## src/shared/lsdt_map.svh

```systemverilog
// register offsets, field positions, reset values and timing counts
`ifndef LSDT_MAP_SVH
`define LSDT_MAP_SVH

// ----------------------------------------------------------------------
// register offsets on the control bus
// ----------------------------------------------------------------------
`define LSDT_OFS_NOISE_COUNT_SNAPSHOT     8'h0f
`define LSDT_OFS_NOISE_PRESCALE_SNAPSHOT  8'h10
`define LSDT_OFS_DURATION_THRESHOLD       8'h11
`define LSDT_OFS_DURATION_PRESCALE_THR    8'h12
`define LSDT_OFS_DURATION_COUNT_SNAPSHOT  8'h13

// ----------------------------------------------------------------------
// field positions
// ----------------------------------------------------------------------
`define LSDT_COUNT_MSB         6
`define LSDT_CHANGE_BIT        7
`define LSDT_PRESCALE_MSB      7

// ----------------------------------------------------------------------
// reset values
// ----------------------------------------------------------------------
`define LSDT_RST_THRESHOLD     7'h00
`define LSDT_RST_PRESCALE_THR  8'h00

// ----------------------------------------------------------------------
// timing: one counting step, rounded up to whole clock cycles
// ----------------------------------------------------------------------
`define LSDT_STEP_NS           80
`define LSDT_CLK_NS            50
`define LSDT_STEP_CYC          ((`LSDT_STEP_NS + `LSDT_CLK_NS - 1) / `LSDT_CLK_NS)

`endif

```

## src/shared/lsdt_pkg.sv

```systemverilog
// types shared by the line-state duration timer files
package lsdt_pkg;

   // received line state as reported by the line-state detector
   typedef enum logic [2:0] {
      LS_ACTIVE,
      LS_IDLE,
      LS_HALT,
      LS_MASTER,
      LS_QUIET,
      LS_NOISE,
      LS_UNKNOWN,
      LS_NO_SIGNAL
   } lsdt_ls_e;

   // control bus request, one cycle per access
   typedef struct packed {
      logic       rd;
      logic       wr;
      logic [7:0] addr;
      logic [7:0] wdata;
   } lsdt_cb_req_s;

   // control bus answer
   typedef struct packed {
      logic       ack;
      logic [7:0] rdata;
   } lsdt_cb_rsp_s;

endpackage : lsdt_pkg

```

## src/lsdt_line_state_duration_timer.sv

```systemverilog
// line-state duration timer with noise timer snapshots on the control bus
`timescale 1ns/1ps
`default_nettype none
`include "lsdt_map.svh"

// Overview of operation
// - reading noise count snapshot returns noise timer as it is at that read
// - writes to snapshot registers change nothing and pulse write rejected flag
// - noise count snapshot holds count in bits 0-6, change seen in bit 7
// - reading noise prescale snapshot returns all 8 prescaler bits at that read
// - state timer decrements each 100 ns step when prescaler zero and state qualifies
// - from load, timer reaches zero after (pthr+1)*thr+pthr steps
// - both zero in qualifying state reloads timer and prescaler together
// - change into a qualifying state reloads timer and prescaler
// - writing either duration threshold register reloads both counters
// - prescaler reloads from its threshold whenever it reaches zero
// - active, noise or unknown line state holds the state timer
// - prescaler is a down counter stepping every 100 ns in qualifying state
// - duration threshold holds 7 bits, bit 7 reads zero and ignores writes
// - duration prescale threshold holds 8 bits, always read and write
// - duration count snapshot returns count in bits 0-6, change seen in bit 7
// - noise timer decrements once per prescaler period during noise states
// - change into noise, active or unknown keeps noise counting, no reload
module lsdt_line_state_duration_timer (
   // clock and reset
   input  wire logic                 clk,
   input  wire logic                 reset_n,
   // line state from the detector
   input  wire lsdt_pkg::lsdt_ls_e   line_state,
   // noise timer start values and their reload strobe
   input  wire logic [6:0]           noise_threshold,
   input  wire logic [7:0]           noise_prescale_threshold,
   input  wire logic                 noise_thr_written,
   // control bus
   input  wire lsdt_pkg::lsdt_cb_req_s cb_req,
   output lsdt_pkg::lsdt_cb_rsp_s    cb_rsp,
   // one-cycle pulse that sets the write rejected bit of the interrupt condition reg
   output logic                      write_rejected_flag
);

   // ----------------------------------------------------------------------
   // state
   // ----------------------------------------------------------------------
   typedef struct packed {
      logic [6:0]         dthr;
      logic [7:0]         dpthr;
      lsdt_pkg::lsdt_ls_e prev_ls;
      logic [1:0]         step_cnt;
      logic               dchg;
      logic               nchg;
      lsdt_pkg::lsdt_cb_rsp_s rsp;
      logic               rej;
   } lsdt_top_s;

   lsdt_top_s st;
   lsdt_top_s next_st;

   logic [6:0] dcount;
   logic [7:0] dpcount;
   logic [6:0] ncount;
   logic [7:0] npcount;
   logic       step;
   logic       qual_ls;
   logic       noise_ls;
   logic       ls_change;
   logic       thr_write;
   logic       dload;
   logic       nload;

   // ----------------------------------------------------------------------
   // line state classes and load conditions
   // ----------------------------------------------------------------------
   always_comb begin
      unique case (line_state)
         lsdt_pkg::LS_IDLE, lsdt_pkg::LS_HALT, lsdt_pkg::LS_MASTER,
         lsdt_pkg::LS_QUIET, lsdt_pkg::LS_NO_SIGNAL: qual_ls = 1'b1;
         lsdt_pkg::LS_ACTIVE, lsdt_pkg::LS_NOISE,
         lsdt_pkg::LS_UNKNOWN:                       qual_ls = 1'b0;
      endcase
   end

   assign noise_ls  = !qual_ls;
   assign ls_change = (line_state != st.prev_ls);
   // 80 ns does not divide the 50 ns clock; the step rounds up to whole cycles
   assign step      = (st.step_cnt == 2'(`LSDT_STEP_CYC - 1));
   // a read with a write in the same cycle is taken as a read only, so it must not reload
   assign thr_write = cb_req.wr && !cb_req.rd &&
                      (cb_req.addr == `LSDT_OFS_DURATION_THRESHOLD ||
                       cb_req.addr == `LSDT_OFS_DURATION_PRESCALE_THR);
   assign dload     = thr_write || (ls_change && qual_ls);
   // noise counters are held in reload while a quiet-class state lasts or noise_thr_written is high
   assign nload     = noise_thr_written || qual_ls;

   // ----------------------------------------------------------------------
   // the two prescaled timers
   // ----------------------------------------------------------------------
   lsdt_prescaled_timer u_duration (
      .clk      (clk),
      .reset_n  (reset_n),
      .step     (step),
      .count_en (qual_ls),
      .load     (dload),
      // the write edge loads the value being written, not the one it replaces
      .thr      (next_st.dthr),
      .pthr     (next_st.dpthr),
      .count    (dcount),
      .pcount   (dpcount)
   );

   lsdt_prescaled_timer u_noise (
      .clk      (clk),
      .reset_n  (reset_n),
      .step     (step),
      .count_en (noise_ls),
      .load     (nload),
      .thr      (noise_threshold),
      .pthr     (noise_prescale_threshold),
      .count    (ncount),
      .pcount   (npcount)
   );

   // ----------------------------------------------------------------------
   // register file and next state
   // ----------------------------------------------------------------------
   always_comb begin
      next_st          = st;
      next_st.prev_ls  = line_state;
      next_st.step_cnt = step ? 2'h0 : st.step_cnt + 2'h1;
      next_st.rsp      = '0;
      next_st.rej      = 1'b0;

      if (cb_req.rd) begin
         unique case (cb_req.addr)
            `LSDT_OFS_NOISE_COUNT_SNAPSHOT: begin
               next_st.rsp.ack   = 1'b1;
               next_st.rsp.rdata = {st.nchg, ncount};
               next_st.nchg      = 1'b0;
            end
            `LSDT_OFS_NOISE_PRESCALE_SNAPSHOT: begin
               next_st.rsp.ack   = 1'b1;
               next_st.rsp.rdata = npcount;
            end
            `LSDT_OFS_DURATION_THRESHOLD: begin
               next_st.rsp.ack   = 1'b1;
               next_st.rsp.rdata = {1'b0, st.dthr};
            end
            `LSDT_OFS_DURATION_PRESCALE_THR: begin
               next_st.rsp.ack   = 1'b1;
               next_st.rsp.rdata = st.dpthr;
            end
            `LSDT_OFS_DURATION_COUNT_SNAPSHOT: begin
               next_st.rsp.ack   = 1'b1;
               next_st.rsp.rdata = {st.dchg, dcount};
               next_st.dchg      = 1'b0;
            end
            default: begin
               // other offsets belong to other blocks; stay silent
               next_st.rsp = '0;
            end
         endcase
      end else if (cb_req.wr) begin
         unique case (cb_req.addr)
            `LSDT_OFS_DURATION_THRESHOLD: begin
               next_st.rsp.ack = 1'b1;
               next_st.dthr    = cb_req.wdata[`LSDT_COUNT_MSB:0];
            end
            `LSDT_OFS_DURATION_PRESCALE_THR: begin
               next_st.rsp.ack = 1'b1;
               next_st.dpthr   = cb_req.wdata;
            end
            `LSDT_OFS_NOISE_COUNT_SNAPSHOT, `LSDT_OFS_NOISE_PRESCALE_SNAPSHOT,
            `LSDT_OFS_DURATION_COUNT_SNAPSHOT: begin
               next_st.rsp.ack = 1'b1;
               next_st.rej     = 1'b1;
            end
            default: begin
               next_st.rsp = '0;
            end
         endcase
      end

      // a change in the same cycle as the clearing read wins
      if (ls_change) begin
         next_st.dchg = 1'b1;
         next_st.nchg = 1'b1;
      end
   end

   always_ff @(posedge clk or negedge reset_n) begin
      if (!reset_n) begin
         st          <= '0;
         st.dthr     <= `LSDT_RST_THRESHOLD;
         st.dpthr    <= `LSDT_RST_PRESCALE_THR;
         st.prev_ls  <= lsdt_pkg::LS_ACTIVE;
      end else begin
         st <= next_st;
      end
   end

   assign cb_rsp              = st.rsp;
   assign write_rejected_flag = st.rej;

endmodule // lsdt_line_state_duration_timer

`default_nettype wire

```

## src/lsdt_prescaled_timer.sv

```systemverilog
// prescaled down timer: 7-bit main count driven by an 8-bit prescaler
`timescale 1ns/1ps
`default_nettype none

module lsdt_prescaled_timer (
   // clock and reset
   input  wire logic       clk,
   input  wire logic       reset_n,
   // control
   input  wire logic       step,
   input  wire logic       count_en,
   input  wire logic       load,
   // start values
   input  wire logic [6:0] thr,
   input  wire logic [7:0] pthr,
   // counts
   output logic      [6:0] count,
   output logic      [7:0] pcount
);

   typedef struct packed {
      logic [6:0] cnt;
      logic [7:0] pcnt;
   } lsdt_tmr_s;

   lsdt_tmr_s st;
   lsdt_tmr_s next_st;

   always_comb begin
      next_st = st;
      if (load) begin
         next_st.cnt  = thr;
         next_st.pcnt = pthr;
      end else if (step && count_en) begin
         if (st.cnt == 7'h00 && st.pcnt == 8'h00) begin
            // both expired: restart the whole period
            next_st.cnt  = thr;
            next_st.pcnt = pthr;
         end else if (st.pcnt == 8'h00) begin
            next_st.pcnt = pthr;
            next_st.cnt  = st.cnt - 7'h01;
         end else begin
            next_st.pcnt = st.pcnt - 8'h01;
         end
      end
   end

   // (pthr+1)*thr + pthr steps from load to zero falls out of this order
   always_ff @(posedge clk or negedge reset_n) begin
      if (!reset_n) begin
         st <= '0;
      end else begin
         st <= next_st;
      end
   end

   assign count  = st.cnt;
   assign pcount = st.pcnt;

endmodule // lsdt_prescaled_timer

`default_nettype wire

```

## config.mk

```make
export PLATFORM = sky130hd
export DESIGN_NAME = lsdt_line_state_duration_timer
export DESIGN_NICKNAME = d
export VERILOG_FILES = /design/src/shared/lsdt_pkg.sv /design/src/lsdt_line_state_duration_timer.sv /design/src/lsdt_prescaled_timer.sv
export VERILOG_INCLUDE_DIRS = /design/src /design/src/shared
export SDC_FILE = /design/constraint.sdc
export NUM_CORES = 1
export LEC_CHECK = 0
export ABC_AREA = 1
export BUFFER_PORTS_ARGS = -buffer_cell sky130_fd_sc_hd__buf_4
export CAP_MARGIN = 5
export CORE_ASPECT_RATIO = 1.5
export CORE_MARGIN = 8
export CORE_UTILIZATION = 63
export DETAILED_ROUTE_END_ITERATION = 16
export PLACE_DENSITY = 0.91
export RECOVER_POWER = 25
export SKIP_CTS_REPAIR_TIMING = 1
export SYNTH_ARGS = -nofsm -noshare
export SYNTH_HDL_FRONTEND = slang
export SYNTH_SLANG_ARGS = --single-unit
```

## constraint.sdc

```tcl
create_clock -name clk -period 2.85 [get_ports clk]
set_input_delay 0.57 -clock clk [delete_from_list [all_inputs] [get_ports clk]]
set_output_delay 0.57 -clock clk [all_outputs]
set_load 0.01 [all_outputs]
```

==> results of run 1 <==
[cell usage after synthesis (all sizes together)]
| cell type | count |
|---|---|
| o21ai | 29 |
| o211ai | 12 |
| xnor2 | 5 |
| a31oi | 1 |
| a21oi | 1 |
| clkbuf | 1 |
| buf | 18 |
| nand2 | 160 |
| xor2 | 4 |
| nand3 | 64 |
| dfrtp | 62 |
| nor2 | 60 |
| nand4 | 21 |
| o22ai | 3 |
| inv | 92 |
| nand3b | 1 |
| nor3 | 3 |
| ha | 6 |
| o221ai | 3 |
[kinds of logic (layout without fill, tap and decap cells)]
logic type | Yosys count | after routing | synth area share
adder cells (fa/ha/maj) | 6 | 6 | 0.01920
AND/OR/NAND/NOR | 309 | 309 | 0.3600
AO/OA/AOI/OAI | 49 | 49 | 0.07808
flip-flops | 62 | 62 | 0.3968
buffers and inverters | 111 | 158 | 0.1258
XOR/XNOR | 9 | 9 | 0.02016
[worst register-to-register path: stages (launching register included)]
cell and delay [ns]:
dfrtp_1 0.41, inv_1 0.15, ha_1 0.24, nand3_1 0.15, nor2_2 0.19, nor2_1 0.10
nor2_4 0.35, inv_2 0.15, nand3_1 0.11, nand2_1 0.05
[sequential cells by signal (all words and copies together) (netlist names)]
| register | cells |
|---|---|
| u_duration.count | 7 |
| u_noise.count | 7 |
| cb_rsp | 9 |
| u_noise.pcount | 8 |
| write_rejected_flag | 1 |
| u_duration.pcount | 8 |
| st | 22 |
[stage by stage]
stage                     setup WS, ns  cell area [µm²]  power (mW)  hold WS (ns)
final                           0.7853             4425       2.743        0.3558
after global routing            0.5966             4425       2.906        0.3553
after CTS                       0.8821             4439       2.734        0.3269
after detailed placement        0.5111             4232       1.926        0.4300
after global placement          0.5861             4232       1.897        0.4084
after floorplan                  1.021             3910       1.694        0.2744
[area by class of cell]
type	instances	area [µm²]	share of cell area
well taps	74	92.59	0.02092
inverters	92	345.3	0.07803
clock buffers	10	137.6	0.03110
repair buffers	50	361.6	0.08171
multi-input cells	373	1867	0.4218
clock inverters	6	70.07	0.01583
flip-flops and latches	62	1551	0.3506
[layer usage]
| layer | vias up | wire (µm) | GRT usage |
|---|---|---|---|
| met5 | - | 0 | 0 |
| met4 | 0 | 358 | 0.1268 |
| met3 | 32 | 603 | 0.05920 |
| met2 | 141 | 5342 | 0.4044 |
| met1 | 1765 | 3953 | 0.2627 |
| li1 | 1818 | - | - |
[how the worst max path moves through the flow]
| stage | startpoint | to | slack, ns | depth (start not counted) |
|---|---|---|---|---|
| floorplan | line_state[0] | u_duration.count[2]$_DFFE_PN0P_ | 1.02 | 10 |
| global placement | line_state[0] | u_duration.count[2]$_DFFE_PN0P_ | 0.59 | 11 |
| detailed placement | line_state[0] | u_duration.count[1]$_DFFE_PN0P_ | 0.51 | 11 |
| CTS | line_state[0] | u_duration.count[1]$_DFFE_PN0P_ | 0.88 | 11 |
| global route | line_state[0] | u_noise.pcount[3]$_DFFE_PN0P_ | 0.60 | 12 |
| finish | line_state[0] | u_duration.count[3]$_DFFE_PN0P_ | 0.79 | 11 |
[power by group through the flow]
stage / registers (mW) / logic [mW] / clock network [mW]
floorplan: 1.10 / 0.591 / 0
global route: 1.16 / 0.893 / 0.856
CTS: 1.14 / 0.783 / 0.814
detailed placement: 1.15 / 0.776 / 0
global placement: 1.15 / 0.749 / 0
finish: 1.14 / 0.787 / 0.814
==> impl_metrics.json, run 1 <==
{
  "cts_sinks": 62,
  "die_area_um2": 9035,
  "grt_pass1_vias": 3724,
  "cp_num_buf_inv": 4,
  "crit_top_cell": "nand2_1",
  "n_antenna_cell": 0,
  "mostFrequentLayoutCells": "nand2_1 (154), inv_1 (84), dfrtp_1 (62), nand3_1 (60), nor2_1 (52)",
  "pin_count": 49,
  "intPower_mw": 1.729,
  "final_cell_count_no_fill": 667,
  "rows": 35,
  "slew_headroom": -0.03716,
  "path_cells": "clkbuf_1, inv_1, ha_1, inv_1, nand2_1, o21ai_1, nand2_1, o211ai_4, inv_2, nand2_1, nand2_1",
  "worstPathArrival_ns": 2.31,
  "cts_tree": "yes",
  "cts.htree.levels": 3,
  "cts.clk_slew.worst_paths_ns": 0.08,
  "postLayoutCoreUtil": 0.7270,
  "drive_above_1_share": 0.1535,
  "setup_viol": 0,
  "hp-start": "line_state[1]",
  "drt-total-wl_mm": 10.26,
  "grt_start_max_net_pins": 63,
  "cp_max_fo": 13,
  "reg2reg_setup_slack_ns": 0.87,
  "whs_endpoint": "st[15]$_DFF_PN0_",
  "setup.worst_path.start_class": "input port",
  "tns_ns": 0,
  "period_share": 0.7245,
  "ys_seq_elements": 62,
  "hpwl_mm": 7.739,
  "globalRouteTotalUtil": 0.2387,
  "drt_first_pass_iters": 7,
  "ys_top_cells_by_area": "dfrtp_1 (40%), nand2_1 (15%), inv_1 (8.1%)",
  "hold_class": "input port to flip-flop",
  "drc": 0,
  "vias": 3756,
  "max_cap_violations": 1,
  "portBuffers": 48,
  "p_seq_frac": 0.416,
  "clock_path_buffers": 2,
  "syn_area_per_cell_um2": 7.161,
  "synth_top_area_cell": "dfrtp_1",
  "die_h_um": 112.5,
  "antenna_found_initial": 0,
  "yosysTopAreaCellShare": 0.3968,
  "p_clk_frac": 0.297,
  "gp_congestion": 0.8895,
  "crit_path_end_kind": "flip-flop",
  "grt-ovfl-total": 0,
  "switchingPower_mw": 1.015,
  "cts_buffers": 9,
  "pwr-share-comb": 0.287,
  "worstReg2RegStart": "u_noise.pcount[0]$_DFFE_PN0P_",
  "syn_nets": 591,
  "switching_share": 0.3698,
  "netlist_area_um2": 3910,
  "crit_path_top_delay_cell": "nand2_1",
  "finalNetCount": 633,
  "die_w_um": 80.33,
  "antenna_left": 0,
  "fmax_ghz": 0.4843,
  "yosys_warnings": 0,
  "maxSlewViolCount": 63,
  "area_growth_pct": 13.18,
  "failed_checks": "max-capacitance violations, max-slew violations",
  "peakVddDrop_uv": 419.5,
  "yosysSeqAreaShare": 0.3968,
  "finalCriticalPeriod_ns": 2.065,
  "hold_violations": 0,
  "clkLatencyLatePin_ns": 0.36,
  "grt_pass1_wl_mm": 17.00,
  "ff2ff_path_depth": 9,
  "criticalPathCategory": "input port to flip-flop",
  "synth_cell_type_count": 32,
  "rsz0062_at_grt": "false",
  "wl_per_cell_um": 15.38,
  "power_density_nw_per_um2": 619.8,
  "run_status": "complete, but fails checks",
  "layout_commonest_cell": "nand2_1",
  "fillCellCount": 500,
  "skew_ns": 0.01108,
  "drt_iter0_markers": 371,
  "start_util": 0.6423,
  "worst_pin_slew_ns": 1.556,
  "r2r_end": "u_noise.pcount[5]$_DFFE_PN0P_",
  "crit_family": "simple AND/OR/NAND/NOR gates",
  "clock-root-buffer": "clkbuf_8",
  "syn_inst": 546,
  "cpPeakStageDelay_ns": 0.41,
  "via_per_inst": 5.631,
  "crit_required_ns": 3.09,
  "p_leak_nw": 2.477,
  "dp.cells": 651,
  "hold_depth": 1,
  "core_area_um2": 6087
}
(Power assumes the default switching activity.)
==> run 2, diff against run 1 <==
--- a/config.mk
+++ b/config.mk
@@ -6,14 +6,14 @@
 export SDC_FILE = /design/constraint.sdc
 export NUM_CORES = 1
 export LEC_CHECK = 0
-export ABC_AREA = 1
+export ABC_AREA = 0
 export BUFFER_PORTS_ARGS = -buffer_cell sky130_fd_sc_hd__buf_4
 export CAP_MARGIN = 5
 export CORE_ASPECT_RATIO = 1.5
 export CORE_MARGIN = 8
-export CORE_UTILIZATION = 63
+export CORE_UTILIZATION = 52
 export DETAILED_ROUTE_END_ITERATION = 16
-export PLACE_DENSITY = 0.91
+export PLACE_DENSITY = 0.81
 export RECOVER_POWER = 25
 export SKIP_CTS_REPAIR_TIMING = 1
 export SYNTH_ARGS = -nofsm -noshare
==> constraint.sdc (replaced) <==
create_clock -name clk -period 1.75 [get_ports clk]
set_input_delay 0.35 -clock clk [delete_from_list [all_inputs] [get_ports clk]]
set_output_delay 0.35 -clock clk [all_outputs]
set_load 0.01 [all_outputs]
==> impl_metrics.json, run 2 <==
{
  "run_status": "complete, but fails checks",
  "n_antenna_cell": 0,
  "maxSlewViolCount": 0,
  "synth_common_cells": "dfrtp_1 (62), nand2_1 (32), o21ai_0 (25), mux2i_1 (21)",
  "finalNetCount": 539,
  "yosysSeqAreaShare": 0.4388,
  "finalCriticalPeriod_ns": 2.286,
  "peakVddDrop_uv": 827.7,
  "start_util": 0.5267,
  "worstPathArrival_ns": 2.54,
  "postLayoutCellArea_um2": 5082,
  "grt_pass1_wl_mm": 15.96,
  "grt-ovfl-total": 0,
  "globalRouteTotalUtil": 0.2056,
  "setup_viol": 11,
  "rsz0062_at_grt": "true",
  "setup.worst_path.start_class": "flip-flop",
  "layout_commonest_cell": "buf_4",
  "wl_per_cell_um": 18.58,
  "netlist_area_um2": 3536,
  "postLayoutCoreUtil": 0.7571,
  "placed_area_um2": 4604,
  "finalWorstSetupSlack_ns": -0.5358,
  "drive_above_1_share": 0.4188,
  "synth_top_area_cell": "dfrtp_1",
  "yosys_warnings": 0,
  "fmax_ghz": 0.4375,
  "hold_class": "input port to flip-flop",
  "clkLatencyLatePin_ns": 0.36,
  "clock-root-buffer": "clkbuf_8",
  "antenna_found_initial": 0,
  "p_leak_nw": 2.426,
  "syn_nets": 408,
  "grt_start_max_net_pins": 29,
  "failed_checks": "negative setup slack",
  "crit_path_end_kind": "flip-flop",
  "drc": 0,
  "cts_buffers": 9,
  "cts.clk_slew.worst_paths_ns": 0.07,
  "die_area_um2": 9749,
  "max_cap_violations": 0,
  "worst_pin_slew_ns": 0.7704,
  "clock_path_buffers": 2,
  "area_growth_pct": 43.74,
  "criticalPathCategory": "flip-flop to flip-flop",
  "drt-total-wl_mm": 10.72,
  "die_h_um": 117.0,
  "crit_required_ns": 2.01,
  "cp_max_fo": 3,
  "gp_congestion": 0.9263,
  "hold_violations": 0,
  "synth_cell_type_count": 61,
  "ys_top_cells_by_area": "dfrtp_1 (44%), mux2i_1 (5.9%), mux2_2 (4.8%)",
  "power_density_nw_per_um2": 986.0,
  "antenna_left": 0,
  "hpwl_mm": 7.624,
  "pin_count": 49,
  "grt_pass1_vias": 3502,
  "largest_reg_flops": 22,
  "rows": 37,
  "yosysTopAreaCellShare": 0.4388,
  "die_w_um": 83.33,
  "via_per_inst": 5.976,
  "synth_edf_count": 0,
  "cts_tree": "yes",
  "cts_sinks": 62,
  "dp_slack_ns": -0.4824,
  "drt_first_pass_iters": 7,
  "vias": 3448,
  "tns_ns": -3.361,
  "regMostFlops": "st",
  "portBuffers": 48,
  "period_share": 1.306,
  "cts.htree.levels": 3,
  "ys.flop_type": "dfrtp_1",
  "core_area_um2": 6713,
  "drt_iter0_markers": 225,
  "slew_headroom": 0.4864,
  "synth.most_common_cell": "dfrtp_1",
  "ys_seq_elements": 62,
  "syn_area_per_cell_um2": 9.741,
  "syn_inst": 363,
  "mostFrequentLayoutCells": "buf_4 (126), dfrtp_1 (62), nand2_1 (31), o21ai_0 (21), mux2i_1 (19)",
  "skew_ns": 0.007802,
  "async_flop_share": 1.000,
  "fillCellCount": 428
}
==> run 2: changes by cell type in the layout (fill, tap and decap cells not counted), moves of 8 or more <==
cell and change:
mux2i_1 +19, nand3_1 -54, o211ai_1 -11, mux2_2 +14
nand2_1 -123, inv_1 -69, a22oi_1 +9, buf_4 +80
a21oi_1 +17, o21ai_1 -8, nor2b_1 +10, nand4_1 -15
nor2_1 -36
==> run 2: path summary, 6_finish.rpt <==
path	startpoint	endpoint	slack, ns	depth (start not counted)
min reg2reg	st[13]$_DFF_PN0_	st[13]$_DFF_PN0_	0.52	1
min in group asynchronous	reset_n	cb_rsp[5]$_DFF_PN0_	0.59	2
min	line_state[1]	st[15]$_DFF_PN0_	0.16	1
max	u_duration.count[0]$_DFFE_PN0P_	u_duration.count[2]$_DFFE_PN0P_	-0.54	7
max in group asynchronous	reset_n	st[14]$_DFF_PN0_	0.53	3
max reg2reg	u_duration.count[0]$_DFFE_PN0P_	u_duration.count[2]$_DFFE_PN0P_	-0.54	7
==> run 2: cell families (layout without fill, tap and decap cells) <==
family / after synthesis / in the layout / share of synthesized area
and+or+nand+nor: 119 / 119 / 0.1766
muxes: 37 / 37 / 0.1115
adders and majority gates: 6 / 6 / 0.02123
DFF: 62 / 62 / 0.4388
AOI/OAI and AO/OA: 92 / 92 / 0.1794
buffers and inverters: 40 / 176 / 0.05520
xor gates and xnor gates: 7 / 7 / 0.01734
==> run 2: stage by stage <==
step / hold slack (ns) / total power, mW / instances
after floorplan: 0.05441 / 2.553 / 363
after global placement: 0.2960 / 3.227 / 551
after detailed placement: 0.2991 / 3.283 / 551
after CTS: -0.09242 / 4.758 / 567
after global routing: 0.1564 / 5.241 / 577
final: 0.1563 / 5.011 / 577
==> run 2: final cells by class <==
type,count,area [µm²],area share
multi-input cells,261,2026,0.3986
clock inverters,5,81.33,0.01600
well taps,78,97.59,0.01920
clock buffers,11,151.4,0.02979
flip-flops and latches,62,1551,0.3053
repair buffers,141,1104,0.2171
inverters,19,71.32,0.01403
==> run 2: report_power, final <==
group | internal (mW) | total, mW | switching, mW
sequential | 1.60 | 1.73 | 0.133
clock | 0.879 | 1.47 | 0.595
combinational | 0.932 | 1.81 | 0.875
total | 3.41 | 5.01 | 1.60
==> run 2: worst max-delay path: stages (launching register included) <==
cell	delay (ns)
dfrtp_1	0.38
inv_1	0.06
ha_1	0.17
or4b_4	0.48
or3_4	0.36
o211ai_4	0.23
mux2_4	0.33
a22o_1	0.17
==> run 2: metal layers <==
| layer | GRT usage | part of all wire | vias up |
|---|---|---|---|
| li1 | - | - | 1594 |
| met1 | 0.2040 | 0.36 | 1679 |
| met2 | 0.3840 | 0.55 | 137 |
| met3 | 0.03601 | 0.050 | 38 |
| met4 | 0.1400 | 0.039 | 0 |
| met5 | 0 | 0 | - |
